[src/shared/link_cap_consts.svh]
`ifndef LINK_CAP_CONSTS_SVH
`define LINK_CAP_CONSTS_SVH

// configuration byte offsets of the dword registers
`define LCR_ADDR_W 8
`define LCR_CAP_OFFSET 8'h9c
`define LCR_CTRL_OFFSET 8'ha0

// link capabilities field positions
`define LCR_CAP_UPPER_LSB 18
`define LCR_CAP_L1_MSB 17
`define LCR_CAP_L1_LSB 15
`define LCR_CAP_L0S_MSB 14
`define LCR_CAP_L0S_LSB 12
`define LCR_CAP_ASPM_MSB 11
`define LCR_CAP_ASPM_LSB 10
`define LCR_CAP_WIDTH_MSB 9
`define LCR_CAP_WIDTH_LSB 4
`define LCR_CAP_SPEED_MSB 3
`define LCR_CAP_SPEED_LSB 0

// link capabilities constant field values
`define LCR_ASPM_SUPPORT 2'h3
`define LCR_MAX_LINK_WIDTH 6'h01
`define LCR_MAX_LINK_SPEED 4'h1

// link control field positions
`define LCR_CTRL_CLKREQ_BIT 8
`define LCR_CTRL_EXT_SYNC_BIT 7
`define LCR_CTRL_COMMON_CLK_BIT 6
`define LCR_CTRL_RETRAIN_BIT 5
`define LCR_CTRL_DISABLE_BIT 4
`define LCR_CTRL_ASPM_MSB 1
`define LCR_CTRL_ASPM_LSB 0
`define LCR_CTRL_RESET 16'h0000
`define LCR_CTRL_LANES 2

// active-state policy codes
`define LCR_ASPM_OFF 2'h0
`define LCR_ASPM_L0S 2'h1
`define LCR_ASPM_RSVD 2'h2
`define LCR_ASPM_BOTH 2'h3

// l1 exit sequencing and clock-request delay adjustment
`define LCR_FTS_NORMAL 8'h20
`define LCR_FTS_EXTENDED 8'hff
`define LCR_EP_L1_STEP 3'h2
`define LCR_EP_L1_MAX 3'h7

`endif

[src/shared/link_cap_pkg.sv]
package link_cap_pkg;
    typedef logic [2:0] exit_time_t;
    typedef logic [1:0] aspm_policy_t;
    typedef logic [7:0] fts_count_t;
    typedef logic [15:0] ctrl_word_t;
    typedef logic [31:0] cfg_word_t;
endpackage

[src/link_cap_word.sv]
`timescale 1ns/1ps
`default_nettype none
`include "link_cap_consts.svh"

// assembles the read-only link capabilities dword
module link_cap_word (
    input wire logic [13:0] i_cap_upper,
    input wire link_cap_pkg::exit_time_t i_pm_l1_exit_time,
    input wire link_cap_pkg::exit_time_t i_pm_l0s_exit_time,
    output link_cap_pkg::cfg_word_t o_cap_word
);
    wire link_cap_pkg::exit_time_t l1_exit_time_cap;
    wire link_cap_pkg::exit_time_t l0s_exit_time_cap;
    wire link_cap_pkg::aspm_policy_t aspm_support;
    wire [5:0] max_link_width;
    wire [3:0] max_link_speed;

    // latencies track the pm latency register live
    assign l1_exit_time_cap = i_pm_l1_exit_time;
    assign l0s_exit_time_cap = i_pm_l0s_exit_time;
    assign aspm_support = `LCR_ASPM_SUPPORT;
    assign max_link_width = `LCR_MAX_LINK_WIDTH;
    assign max_link_speed = `LCR_MAX_LINK_SPEED;

    // pack the fields at their positions
    always_comb begin
        o_cap_word = '0;
        o_cap_word[31:`LCR_CAP_UPPER_LSB] = i_cap_upper;
        o_cap_word[`LCR_CAP_L1_MSB:`LCR_CAP_L1_LSB] = l1_exit_time_cap;
        o_cap_word[`LCR_CAP_L0S_MSB:`LCR_CAP_L0S_LSB] = l0s_exit_time_cap;
        o_cap_word[`LCR_CAP_ASPM_MSB:`LCR_CAP_ASPM_LSB] = aspm_support;
        o_cap_word[`LCR_CAP_WIDTH_MSB:`LCR_CAP_WIDTH_LSB] = max_link_width;
        o_cap_word[`LCR_CAP_SPEED_MSB:`LCR_CAP_SPEED_LSB] = max_link_speed;
    end
endmodule // link_cap_word

`default_nettype wire

[src/downstream_link_cap_ctrl_regs.sv]
`timescale 1ns/1ps
`default_nettype none
`include "link_cap_consts.svh"

module downstream_link_cap_ctrl_regs (
    input wire logic i_mclk,
    input wire logic i_rst_n,
    // configuration access port
    input wire logic i_cfg_rd,
    input wire logic i_cfg_wr,
    input wire logic [`LCR_ADDR_W-1:0] i_cfg_addr,
    input wire logic [3:0] i_cfg_be,
    input wire link_cap_pkg::cfg_word_t i_cfg_wdata,
    output link_cap_pkg::cfg_word_t o_cfg_rdata,
    output logic o_cfg_ack,
    // fields held elsewhere in the port
    input wire logic [13:0] i_cap_upper,
    input wire link_cap_pkg::exit_time_t i_pm_l1_exit_time,
    input wire link_cap_pkg::exit_time_t i_pm_l0s_exit_time,
    input wire link_cap_pkg::exit_time_t i_endpoint_l1_base,
    // controls toward the link logic
    output link_cap_pkg::exit_time_t o_endpoint_l1_delay,
    output logic o_clock_request_enable,
    output logic o_extended_sync,
    output link_cap_pkg::fts_count_t o_l1_exit_fts_count,
    output logic o_l1_exit_extra_ts2,
    output logic o_common_clock,
    output logic o_retrain_link,
    output logic o_link_disable,
    output link_cap_pkg::aspm_policy_t o_aspm_policy,
    output logic o_l0s_entry_en,
    output logic o_l1_entry_en
);
    // dword address match, used for both registers
    function automatic logic addr_hit(
        input logic [`LCR_ADDR_W-1:0] addr,
        input logic [`LCR_ADDR_W-1:0] offs
    );
        addr_hit = (addr[`LCR_ADDR_W-1:2] == offs[`LCR_ADDR_W-1:2]);
    endfunction

    // reset image of the control word, sliced per stored field
    localparam link_cap_pkg::ctrl_word_t ctrl_reset = `LCR_CTRL_RESET;

    // stored control bits
    logic clock_request_enable_r;
    logic extended_sync_r;
    logic common_clock_r;
    logic link_disable_r;
    link_cap_pkg::aspm_policy_t aspm_policy_r;
    logic clock_request_enable_nxt;
    logic extended_sync_nxt;
    logic common_clock_nxt;
    logic link_disable_nxt;
    link_cap_pkg::aspm_policy_t aspm_policy_nxt;

    link_cap_pkg::cfg_word_t rdata_r;
    link_cap_pkg::cfg_word_t rdata_nxt;
    logic ack_r;

    wire link_cap_pkg::cfg_word_t cap_word;
    wire link_cap_pkg::ctrl_word_t ctrl_word;
    wire hit_cap;
    wire hit_ctrl;
    wire ctrl_wr;
    wire [`LCR_CTRL_LANES-1:0] lane_wr;
    wire [3:0] ep_sum;

    // capabilities word assembly
    link_cap_word u_cap_word (
        .i_cap_upper(i_cap_upper),
        .i_pm_l1_exit_time(i_pm_l1_exit_time),
        .i_pm_l0s_exit_time(i_pm_l0s_exit_time),
        .o_cap_word(cap_word)
    );

    // address decode and write lanes
    assign hit_cap = addr_hit(i_cfg_addr, `LCR_CAP_OFFSET);
    assign hit_ctrl = addr_hit(i_cfg_addr, `LCR_CTRL_OFFSET);
    assign ctrl_wr = i_cfg_wr & hit_ctrl;

    genvar g;
    generate
        for (g = 0; g < `LCR_CTRL_LANES; g = g + 1) begin : g_lane
            assign lane_wr[g] = ctrl_wr & i_cfg_be[g];
        end
    endgenerate

    // next values of the stored control bits
    assign clock_request_enable_nxt = lane_wr[1] ?
        i_cfg_wdata[`LCR_CTRL_CLKREQ_BIT] : clock_request_enable_r;
    assign extended_sync_nxt = lane_wr[0] ?
        i_cfg_wdata[`LCR_CTRL_EXT_SYNC_BIT] : extended_sync_r;
    assign common_clock_nxt = lane_wr[0] ?
        i_cfg_wdata[`LCR_CTRL_COMMON_CLK_BIT] : common_clock_r;
    assign link_disable_nxt = lane_wr[0] ?
        i_cfg_wdata[`LCR_CTRL_DISABLE_BIT] : link_disable_r;
    assign aspm_policy_nxt = lane_wr[0] ?
        i_cfg_wdata[`LCR_CTRL_ASPM_MSB:`LCR_CTRL_ASPM_LSB] :
        aspm_policy_r;

    // control register storage; reserved bits have no flops
    always_ff @(posedge i_mclk or negedge i_rst_n) begin
        if (!i_rst_n) begin
            clock_request_enable_r <= ctrl_reset[`LCR_CTRL_CLKREQ_BIT];
            extended_sync_r <= ctrl_reset[`LCR_CTRL_EXT_SYNC_BIT];
            common_clock_r <= ctrl_reset[`LCR_CTRL_COMMON_CLK_BIT];
            link_disable_r <= ctrl_reset[`LCR_CTRL_DISABLE_BIT];
            aspm_policy_r <=
                ctrl_reset[`LCR_CTRL_ASPM_MSB:`LCR_CTRL_ASPM_LSB];
        end else begin
            clock_request_enable_r <= clock_request_enable_nxt;
            extended_sync_r <= extended_sync_nxt;
            common_clock_r <= common_clock_nxt;
            link_disable_r <= link_disable_nxt;
            aspm_policy_r <= aspm_policy_nxt;
        end
    end

    // control read view: 15:9, retrain, 3 and 2 read zero
    assign ctrl_word = {7'h00,
                        clock_request_enable_r,
                        extended_sync_r,
                        common_clock_r,
                        1'b0,
                        link_disable_r,
                        2'h0,
                        aspm_policy_r};

    // read data select; unmapped offsets read zero
    always_comb begin
        rdata_nxt = '0;
        if (hit_cap) begin
            rdata_nxt = cap_word;
        end else if (hit_ctrl) begin
            rdata_nxt = {16'h0000, ctrl_word};
        end
    end

    // registered read data and access acknowledge
    always_ff @(posedge i_mclk or negedge i_rst_n) begin
        if (!i_rst_n) begin
            rdata_r <= '0;
            ack_r <= 1'b0;
        end else begin
            rdata_r <= i_cfg_rd ? rdata_nxt : rdata_r;
            ack_r <= i_cfg_rd | i_cfg_wr;
        end
    end

    assign o_cfg_rdata = rdata_r;
    assign o_cfg_ack = ack_r;

    // retrain is a pulse in the write cycle, never stored
    assign o_retrain_link = lane_wr[0] &
        i_cfg_wdata[`LCR_CTRL_RETRAIN_BIT];

    // endpoint l1 delay is the base plus one step while clock request is on, saturating
    assign ep_sum = {1'b0, i_endpoint_l1_base} + {1'b0, `LCR_EP_L1_STEP};
    assign o_endpoint_l1_delay = !clock_request_enable_r ?
        i_endpoint_l1_base :
        (ep_sum[3] ? `LCR_EP_L1_MAX : ep_sum[2:0]);

    // l1 exit training sequence selection
    assign o_l1_exit_fts_count = extended_sync_r ?
        `LCR_FTS_EXTENDED : `LCR_FTS_NORMAL;
    assign o_l1_exit_extra_ts2 = extended_sync_r;

    // active-state policy decode; reserved code enables nothing
    assign o_l0s_entry_en = (aspm_policy_r == `LCR_ASPM_L0S) |
        (aspm_policy_r == `LCR_ASPM_BOTH);
    assign o_l1_entry_en = (aspm_policy_r == `LCR_ASPM_BOTH);

    assign o_clock_request_enable = clock_request_enable_r;
    assign o_extended_sync = extended_sync_r;
    assign o_common_clock = common_clock_r;
    assign o_link_disable = link_disable_r;
    assign o_aspm_policy = aspm_policy_r;
endmodule // downstream_link_cap_ctrl_regs

`default_nettype wire

[config.mk]
export PLATFORM = sky130hd
export DESIGN_NAME = downstream_link_cap_ctrl_regs
export DESIGN_NICKNAME = d
export VERILOG_FILES = /design/src/shared/link_cap_pkg.sv /design/src/link_cap_word.sv /design/src/downstream_link_cap_ctrl_regs.sv
export VERILOG_INCLUDE_DIRS = /design/src /design/src/shared
export SDC_FILE = /design/constraint.sdc
export NUM_CORES = 1
export LEC_CHECK = 0
export ABC_AREA = 1
export ABC_CLOCK_PERIOD_IN_PS = 2630
export BUFFER_PORTS_ARGS = -buffer_cell sky130_fd_sc_hd__buf_2
export CORE_AREA = 2 2 64 66
export CTS_BUF_LIST = sky130_fd_sc_hd__clkbuf_8
export DETAILED_ROUTE_END_ITERATION = 10
export DIE_AREA = 0 0 66 68
export PLACE_DENSITY = 0.88
export SYNTH_ARGS = -nofsm -noshare
export SYNTH_HDL_FRONTEND = slang
export SYNTH_SLANG_ARGS = --single-unit
[constraint.sdc]
create_clock -name i_mclk -period 2.63 [get_ports i_mclk]
set_clock_uncertainty 0.15 [all_clocks]
set_input_delay 0.526 -clock i_mclk [delete_from_list [all_inputs] [get_ports i_mclk]]
set_output_delay 0.526 -clock i_mclk [all_outputs]
set_load 0.005 [all_outputs]
==> results of run 1 <==
per-stage QoR:
| stage | std cells | util |
|---|---|---|
| final | 319 | 0.538 |
| after global routing | 319 | 0.538 |
| after CTS | 319 | 0.538 |
| after detailed placement | 312 | 0.518 |
| after global placement | 312 | 0.518 |
| after floorplan | 195 | - |
layout by cell type, fill, tap and decap left out:
cell and count:
clkinv_1 1, o21bai_1 1, inv_2 1, nand2_1 71, nor2_1 7, nor2_4 1
nand4_1 28, nand3_1 9, or2_2 1, nor3_2 1, dfrtp_1 34, inv_1 10
buf_4 3, nor2_2 1, conb_1 5, clkbuf_8 5, buf_2 90
kinds of logic after synthesis:
logic type | Yosys count
AO/OA/AOI/OAI | 1
buffers and inverters | 36
flip-flops | 34
other | 2
AND/OR/NAND/NOR | 119
power by group through the flow:
stage	logic, mW	clock network (mW)	registers [mW]
floorplan	0.0633	0	0.555
global placement	0.118	0	0.554
detailed placement	0.122	0	0.555
CTS	0.122	0.359	0.545
global route	0.135	0.383	0.547
finish	0.120	0.339	0.545
per-layer routing:
metal / wire [um] / vias up
met2: 1910 / 62
met5: 0 / -
li1: - / 760
met3: 236 / 4
met4: 59 / 0
met1: 1630 / 693
flip-flops by register name, summed over array words and instances (netlist names):
register and count:
o_cfg_ack 1, o_clock_request_enable 1, o_common_clock 1, o_extended_sync 1, o_link_disable 1, o_cfg_rdata 27
o_aspm_policy 2
cell type report:
type	instances	area (um^2)	area share
multi-input combinational	125	573	0.276
clock buffer	5	68.8	0.0332
clock inverter	2	7.51	0.00362
timing repair buffer	93	473	0.228
tap	50	62.6	0.0302
sequential	34	851	0.410
inverter	10	37.5	0.0181
worst reg2reg max path, stage by stage, from the launching register on:
cell	delay [ps]
dfrtp_1	460
nand2_1	110
nand2_1	70
worst paths after layout:
path / startpoint / to / slack, ps
max: i_cfg_addr[4] / o_retrain_link / 530
min: i_rst_n / o_cfg_rdata[31] / 150
max reg2reg: o_extended_sync / o_extended_sync / 1730
min reg2reg: o_cfg_rdata[16] / o_cfg_rdata[16] / 320
max in group asynchronous: i_rst_n / o_cfg_rdata[17] / 1700
min in group i_mclk: o_cfg_rdata[16] / o_cfg_rdata[16] / 320
==> flow_metrics.py, run 1 <==
metrics = {
    "status": {
        "status": "complete, no violations",
    },
    "cells_and_area": {
        "antenna_cells": 0,
        "syn2layout_area_growth_pct": 28.7,
        "finalNetCount": 340,
        "drive_gt1_frac": 0.383,
        "design_area_mm2": 0.00207,
        "nFillCells": 381,
    },
    "global_routing": {
        "grt_max_degree": 35,
        "grt_pass1_vias": 1314,
        "use_met2": 0.311,
        "use_met3": 0.0510,
        "use_met1": 0.206,
        "grt_overflow": 0,
        "track_usage": 0.180,
        "antenna_found_initial": 0,
        "top_usage_layer": "met2",
        "grt_pass1_wl_mm": 5.94,
    },
    "worst_setup_path": {
        "end_kind": "primary output",
        "critPathMaxStageDelay_ps": 240,
        "crit_path_max_fanout": 6,
        "slowest_stage": "nand4_1",
        "critical_path.top_delay_family": "simple AND/OR/NAND/NOR gates",
        "worstPathRequired_ps": 1950,
        "crit_type": "in -> out",
        "crit_chain": "buf_2 > inv_1 > nand2_1 > nor2_1 > nand4_1 > nor2_1 > buf_2",
        "cp.depth": 7,
        "rr_worst_depth": 2,
        "critPathLaunchType": "input port",
        "worst-path-buf-inv": 3,
        "crit_arrival_ps": 1420,
    },
    "power": {
        "clkPwrFrac": 0.337,
        "internal-power_mw": 0.759,
        "vdd_drop_max_uv": 264,
        "power.switching_mw": 0.245,
        "total_power_mw": 1.00,
        "sequentialPowerShare": 0.543,
        "power_density_mw_per_mm2": 484,
        "leakage_nw": 1.32,
        "swShare": 0.244,
        "pwr-share-comb": 0.120,
    },
    "min_path": {
        "hp-class": "in -> async",
    },
    "cts": {
        "cts_buffer_depth": 2,
        "htree_num_levels": 2,
        "postCtsHoldBufs": 0,
        "cts_sinks": 34,
        "numCtsBuffers": 5,
        "cts-root-buf": "clkbuf_8",
        "cts_setup_buffers": 0,
        "path_clk_slew_ps": 60,
        "cts_resized": 0,
        "clock_latency_ps": 280,
        "cts_tree": "done",
    },
    "routing": {
        "finalWirelength_mm": 3.84,
        "drtPass1Iterations": 4,
        "wl_per_cell_um": 12.0,
        "drcViolationCount": 0,
        "first_iter_violations": 92,
        "postRouteAntennaNets": 0,
        "vias": 1519,
        "via_per_inst": 4.76,
    },
    "logic_synthesis": {
        "synth-edff-count": 0,
        "synth-adder-area-share": 0,
        "synthSimpleGateAreaFrac": 0.340,
        "synth-seq-cells": 34,
        "ys.flop_type": "dfrtp_1",
        "synth_most_common_cell": "nand2_1",
        "ys_seq_area_frac": 0.528,
        "synth_top_area_share": 0.528,
        "muxShareOfSynthArea": 0,
        "synthCells": 192,
        "synth_top_family_by_area": "simple AND/OR/NAND/NOR gates",
        "yosys-top-cells-area": "dfrtp_1 (53%), nand2_1 (17%), nand4_1 (11%)",
        "yosysTopAreaCell": "dfrtp_1",
        "async_flop_share": 1.00,
        "synthXorXnorAreaFrac": 0,
        "synth_commonest_cells": "nand2_1 (71), dfrtp_1 (34), nand4_1 (28)",
        "yosysWarnings": 0,
        "syn_area_per_cell_um2": 8.39,
        "synth_compound_area_frac": 0.00466,
        "syn_area_mm2": 0.00161,
        "yosysUniqueCellTypes": 18,
    },
    "placement": {
        "hpwl_mm": 2.75,
        "place.gp.congestion": 0.692,
        "io_buffers": 90,
        "dpl_cell_area_mm2": 0.00200,
        "pre_cts_slack_ps": 543,
    },
    "die": {
        "die_h_um": 68,
        "ioPinCount": 125,
        "start_util": 0.418,
        "dieArea_mm2": 0.00449,
        "row_count": 23,
        "fp.dieW_um": 66,
        "coreArea_mm2": 0.00386,
    },
    "timing": {
        "rsz0062_at_grt": "false",
        "max_slew_margin": 0.515,
        "fin_tns_setup_ps": 0,
        "min_period_ps": 2100,
        "slew_viol_final": 0,
        "tightestPinTransition_ps": 724,
        "fin_hold_ws_ps": 153,
        "setup_viol": 0,
        "fmax_mhz": 476,
        "min_period_over_period": 0.798,
        "finalHoldViolCount": 0,
        "layout_setup_ws_ps": 531,
    },
    "job": {
        "drv_cap": 0,
    },
}
Note: power is estimated with default switching activity, not from simulation.
==> run 2: changes to the inputs <==
Settings changed: ABC_CLOCK_PERIOD_IN_PS 2630 to 2000, CORE_AREA 2 2 64 66 to 2 2 66 68, DIE_AREA 0 0 66 68 to 0 0 68 70, PLACE_DENSITY 0.88 to 0.84.
Clock period 2.63 ns to 2 ns, I/O delays scaled along.
==> run 2 against run 1 <==
  * Worst setup slack lost 210 ps
  * Non-clock buffer count grew 2
  * Critical endpoint unchanged
  * Final cell count grew 1.3%
  * Core utilization shrank 3.3 points
  * Clock-buffer cell count is the same
  * Register-to-register slack lost 620 ps
  * Global-route usage shrank 1.1 points
  * Sequential power grew 32%
  * Wire length grew 1.2%
  * Flip-flop and latch count is the same
==> flow_metrics.py, run 2 (same netlist as run 1, synthesis figures left out) <==
metrics = {
    "power": {
        "power.switching_mw": 0.340,
        "clkPwrFrac": 0.347,
        "swShare": 0.253,
        "leakage_nw": 1.33,
        "internal-power_mw": 1.00,
        "sequentialPowerShare": 0.534,
        "total_power_mw": 1.34,
        "vdd_drop_max_uv": 265,
        "pwr-share-comb": 0.119,
        "power_density_mw_per_mm2": 642,
    },
    "timing": {
        "min_period_ps": 1680,
        "min_period_over_period": 0.838,
        "finalHoldViolCount": 0,
        "max_slew_margin": 0.506,
        "fmax_mhz": 596,
        "rsz0062_at_grt": "false",
        "tightestPinTransition_ps": 741,
        "slew_viol_final": 0,
        "fin_tns_setup_ps": 0,
        "setup_viol": 0,
    },
    "global_routing": {
        "track_usage": 0.169,
        "grt_max_degree": 35,
        "grt_overflow": 0,
        "antenna_found_initial": 0,
        "grt_pass1_vias": 1290,
        "grt_pass1_wl_mm": 6.04,
    },
    "worst_setup_path": {
        "end_kind": "primary output",
        "crit_path_max_fanout": 2,
        "r2r_slack_ps": 1110,
        "crit_arrival_ps": 1130,
        "slowest_stage": "nor2_1",
        "critPathMaxStageDelay_ps": 150,
        "crit_type": "in -> out",
        "crit_chain": "buf_2 > inv_1 > nand2_1 > nor2_1 > nand4_1 > nor2_1 > buf_2",
        "critPathLaunchType": "input port",
        "worstPathRequired_ps": 1450,
    },
    "die": {
        "start_util": 0.389,
        "dieArea_mm2": 0.00476,
        "fp.dieW_um": 68,
        "row_count": 24,
        "coreArea_mm2": 0.00414,
        "die_h_um": 70,
        "ioPinCount": 125,
    },
    "placement": {
        "dpl_cell_area_mm2": 0.00201,
        "io_buffers": 90,
        "place.gp.congestion": 0.711,
        "hpwl_mm": 2.80,
        "placed_cells": 316,
    },
    "cells_and_area": {
        "design_area_mm2": 0.00209,
        "drive_gt1_frac": 0.395,
        "final_common_cell": "buf_2",
        "finalNetCount": 342,
        "fin_cells": 323,
        "final_cell_mix": "buf_2 (90), nand2_1 (71), dfrtp_1 (34)",
        "largest_reg_flops": 27,
        "utilization": 0.505,
        "syn2layout_area_growth_pct": 30.0,
        "antenna_cells": 0,
    },
    "cts": {
        "path_clk_slew_ps": 70,
        "postCtsHoldBufs": 0,
        "cts_resized": 0,
        "cts_buffer_depth": 2,
        "htree_num_levels": 2,
        "clock_latency_ps": 270,
        "cts_setup_buffers": 0,
        "cts_tree": "done",
        "cts_sinks": 34,
        "cts-root-buf": "clkbuf_8",
        "numCtsBuffers": 5,
    },
    "routing": {
        "vias": 1512,
        "drcViolationCount": 0,
        "first_iter_violations": 66,
        "finalWirelength_mm": 3.88,
        "drtPass1Iterations": 4,
        "postRouteAntennaNets": 0,
        "wl_per_cell_um": 12.0,
        "via_per_inst": 4.68,
    },
    "min_path": {
        "hp-class": "in -> async",
    },
    "status": {
        "status": "complete, no violations",
    },
    "job": {
        "drv_cap": 0,
    },
}
[run 2: cell types whose count changed in the layout (fill, tap and decap cells not counted), sizes merged]
cell    delta
buf        +2
inv        -2
clkinv     +2
[run 2: power by group through the flow]
stage	logic [mW]	clock network [mW]	registers, mW
2_1_floorplan	0.0833	0	0.730
3_5_place_dp	0.163	0	0.730
6_report	0.160	0.466	0.717
4_1_cts	0.163	0.484	0.717
5_1_grt	0.182	0.511	0.719
3_3_place_gp	0.159	0	0.730
[run 2: metrics by stage]
stage	hold WS (ps)	worst slack, ps
after floorplan	-45.6	442
after global placement	309	300
after detailed placement	311	297
after CTS	60.8	297
after global routing	94.9	249
final	30.7	323
[run 2: critical path: cells and delay by family]
kind / cells / cell delay, ps
simple gates: 4 / 440
buf+inv: 3 / 290
[run 2: worst paths after layout]
kind,start,to,cells past startpoint
min reg2reg,o_cfg_rdata[19],o_cfg_rdata[19],2
min in group i_mclk,i_cap_upper[1],o_cfg_rdata[19],3
min,i_rst_n,o_cfg_rdata[6],1
max,i_cfg_addr[4],o_retrain_link,7
max in group asynchronous,i_rst_n,o_link_disable,1
max reg2reg,o_extended_sync,o_extended_sync,2
[run 2: area by class of cell]
type                       instances  area (um^2)
sequential                        34          851
timing repair buffer              95          488
multi-input combinational        125          573
fill                             414         2050
tap                               52         65.1
clock buffer                       5         68.8
inverter                          10         37.5
clock inverter                     2         10.0
[run 2: layer usage]
| metal | wire length [um] | vias to the layer above | track usage |
|---|---|---|---|
| met1 | 1690 | 688 | 0.211 |
| met2 | 1870 | 58 | 0.277 |
| met4 | 57 | 0 | 0.0533 |
| met3 | 269 | 5 | 0.0467 |
| met5 | 0 | - | 0 |
| li1 | - | 761 | - |
==> run 3: changes to the inputs <==
Settings changed: ABC_CLOCK_PERIOD_IN_PS 2000 to 1500, CORE_AREA 2 2 66 68 to 2 2 69 71, DIE_AREA 0 0 68 70 to 0 0 71 73, PLACE_DENSITY 0.84 to 0.81.
Clock period 2 ns to 1.5 ns, I/O delays scaled along.
==> run 3 against run 2 <==
  * Critical endpoint is now o_endpoint_l1_delay[1]
  * Critical path depth shrank 3
  * Non-clock buffer count grew 9
  * Critical path type is now reg -> out
  * Die area grew 8.9%
  * Largest cell class unchanged
  * Register-to-register slack lost 560 ps
  * First-iteration DRC count shrank 24%
  * Sequential share of layout area shrank 2.3 points
  * Core utilization shrank 1.6 points
  * Clock power grew 42%
  * Global-route usage shrank 1.0 points
==> flow_metrics.py, run 3 (same netlist as run 1, synthesis figures left out) <==
metrics = {
    "worst_setup_path": {
        "critPathMaxStageDelay_ps": 420,
        "crit_arrival_ps": 1000,
        "rr_worst_depth": 3,
        "crit_path_max_fanout": 3,
        "cp-startpoint": "o_clock_request_enable",
        "worst-path-buf-inv": 1,
        "critical_path.top_delay_family": "flip-flops",
        "endpoint": "o_endpoint_l1_delay[1]",
        "end_kind": "primary output",
        "critPathLaunchType": "flop",
        "cp_common_cell": "nor2_1",
        "crit_type": "reg -> out",
        "r2r-end": "o_cfg_rdata[8]",
        "reg2reg_from": "o_clock_request_enable",
        "worstPathRequired_ps": 1050,
        "crit_chain": "nand2_2 > nor2_1 > nor2_1 > buf_2",
        "slowest_stage": "dfrtp_1",
        "cp.depth": 4,
        "r2r_slack_ps": 550,
    },
    "timing": {
        "finalHoldViolCount": 0,
        "min_period_ps": 1450,
        "setup_viol": 0,
        "fmax_mhz": 688,
        "rsz0062_at_grt": "true",
        "slew_viol_final": 0,
        "min_period_over_period": 0.969,
        "layout_setup_ws_ps": 46.5,
    },
    "cts": {
        "cts_tree": "done",
        "cts-root-buf": "clkbuf_8",
        "cts_buffer_depth": 2,
        "numCtsBuffers": 5,
        "htree_num_levels": 2,
        "cts_sinks": 34,
        "path_clk_slew_ps": 60,
        "clock_latency_ps": 280,
    },
    "cells_and_area": {
        "nFillCells": 423,
        "syn2layout_area_growth_pct": 37.8,
        "final_cell_mix": "buf_2 (90), nand2_1 (68), dfrtp_1 (34)",
        "design_area_mm2": 0.00222,
        "antenna_cells": 0,
        "drive_gt1_frac": 0.431,
        "final_common_cell": "buf_2",
        "largest_reg_flops": 27,
        "finalNetCount": 351,
    },
    "routing": {
        "first_iter_violations": 50,
        "via_per_inst": 4.79,
        "wl_per_cell_um": 11.8,
        "drcViolationCount": 0,
        "postRouteAntennaNets": 0,
        "drtPass1Iterations": 4,
        "vias": 1606,
        "finalWirelength_mm": 3.94,
    },
    "min_path": {
        "hp-start": "i_cap_upper[4]",
        "hold_depth": 3,
        "hp-class": "in -> reg",
    },
    "placement": {
        "pre_cts_slack_ps": 17.9,
        "io_buffers": 90,
        "place.gp.congestion": 0.703,
        "dpl_cell_area_mm2": 0.00209,
        "hpwl_mm": 3.06,
    },
    "power": {
        "power_density_mw_per_mm2": 840,
        "vdd_drop_max_uv": 312,
        "leakage_nw": 1.39,
    },
    "die": {
        "dieArea_mm2": 0.00518,
        "ioPinCount": 125,
        "fp.dieW_um": 71,
        "die_h_um": 73,
        "coreArea_mm2": 0.00454,
        "start_util": 0.355,
        "row_count": 25,
    },
    "global_routing": {
        "grt_max_degree": 21,
        "grt_pass1_vias": 1411,
        "grt_pass1_wl_mm": 6.38,
        "track_usage": 0.158,
        "antenna_found_initial": 0,
        "grt_overflow": 0,
    },
    "status": {
        "status": "complete, no violations",
    },
    "job": {
        "drv_cap": 0,
    },
}
==> run 3: worst min-delay path, delay by kind of cell <==
family	cells	cell delay [ps]
AND/OR/NAND/NOR	2	130
buffers and inverters	1	80
==> run 3: how the worst min path moves through the flow <==
stage | endpoint | slack [ps]
floorplan | o_aspm_policy[0] | -150
global placement | o_cfg_rdata[31] | 100
detailed placement | o_cfg_rdata[11] | 110
CTS | o_cfg_rdata[22] | 100
global route | o_clock_request_enable | 120
finish | o_cfg_rdata[22] | 110
==> run 3: through the flow <==
| stage | hold slack [ps] | cells | setup TNS (ps) | total power, mW | util |
|---|---|---|---|---|---|
| after floorplan | -146 | 195 | 0 | 1.08 | - |
| after global placement | 101 | 325 | 0 | 1.20 | 0.462 |
| after detailed placement | 107 | 325 | 0 | 1.21 | 0.462 |
| after CTS | 101 | 335 | 0 | 1.89 | 0.486 |
| after global routing | 117 | 335 | -95.8 | 1.96 | 0.489 |
| final | 111 | 335 | 0 | 1.86 | 0.489 |
==> run 3: final cells by class <==
cell class / instances / area [um^2] / share of cell area
well taps: 54 / 67.6 / 0.0305
clock buffers: 6 / 82.6 / 0.0372
inverters: 10 / 37.5 / 0.0169
flip-flops and latches: 34 / 851 / 0.384
clock inverters: 2 / 8.76 / 0.00395
repair buffers: 104 / 583 / 0.263
multi-input cells: 125 / 588 / 0.265
==> run 3: layer usage <==
metal  vias to the layer above  GRT usage  wire, um
met4                         0     0.0901        87
met5                         -          0         0
met3                         6     0.0387       262
met2                        81      0.263      1950
li1                        783          -         -
met1                       736      0.189      1650
==> run 3: repair_timing <==
action                                  CTS  global route
hold buffers                              1             0
buffers inserted                          1             0
endpoints found under the hold margin    16             0
resized for setup                         0             7
endpoints found under the setup margin    2             3
pin swaps                                 0             3
==> run 3: power by group <==
part	switching, mW	internal (mW)
combinational	0.131	0.112
sequential	0.0196	0.937
clock	0.301	0.363
total	0.452	1.41
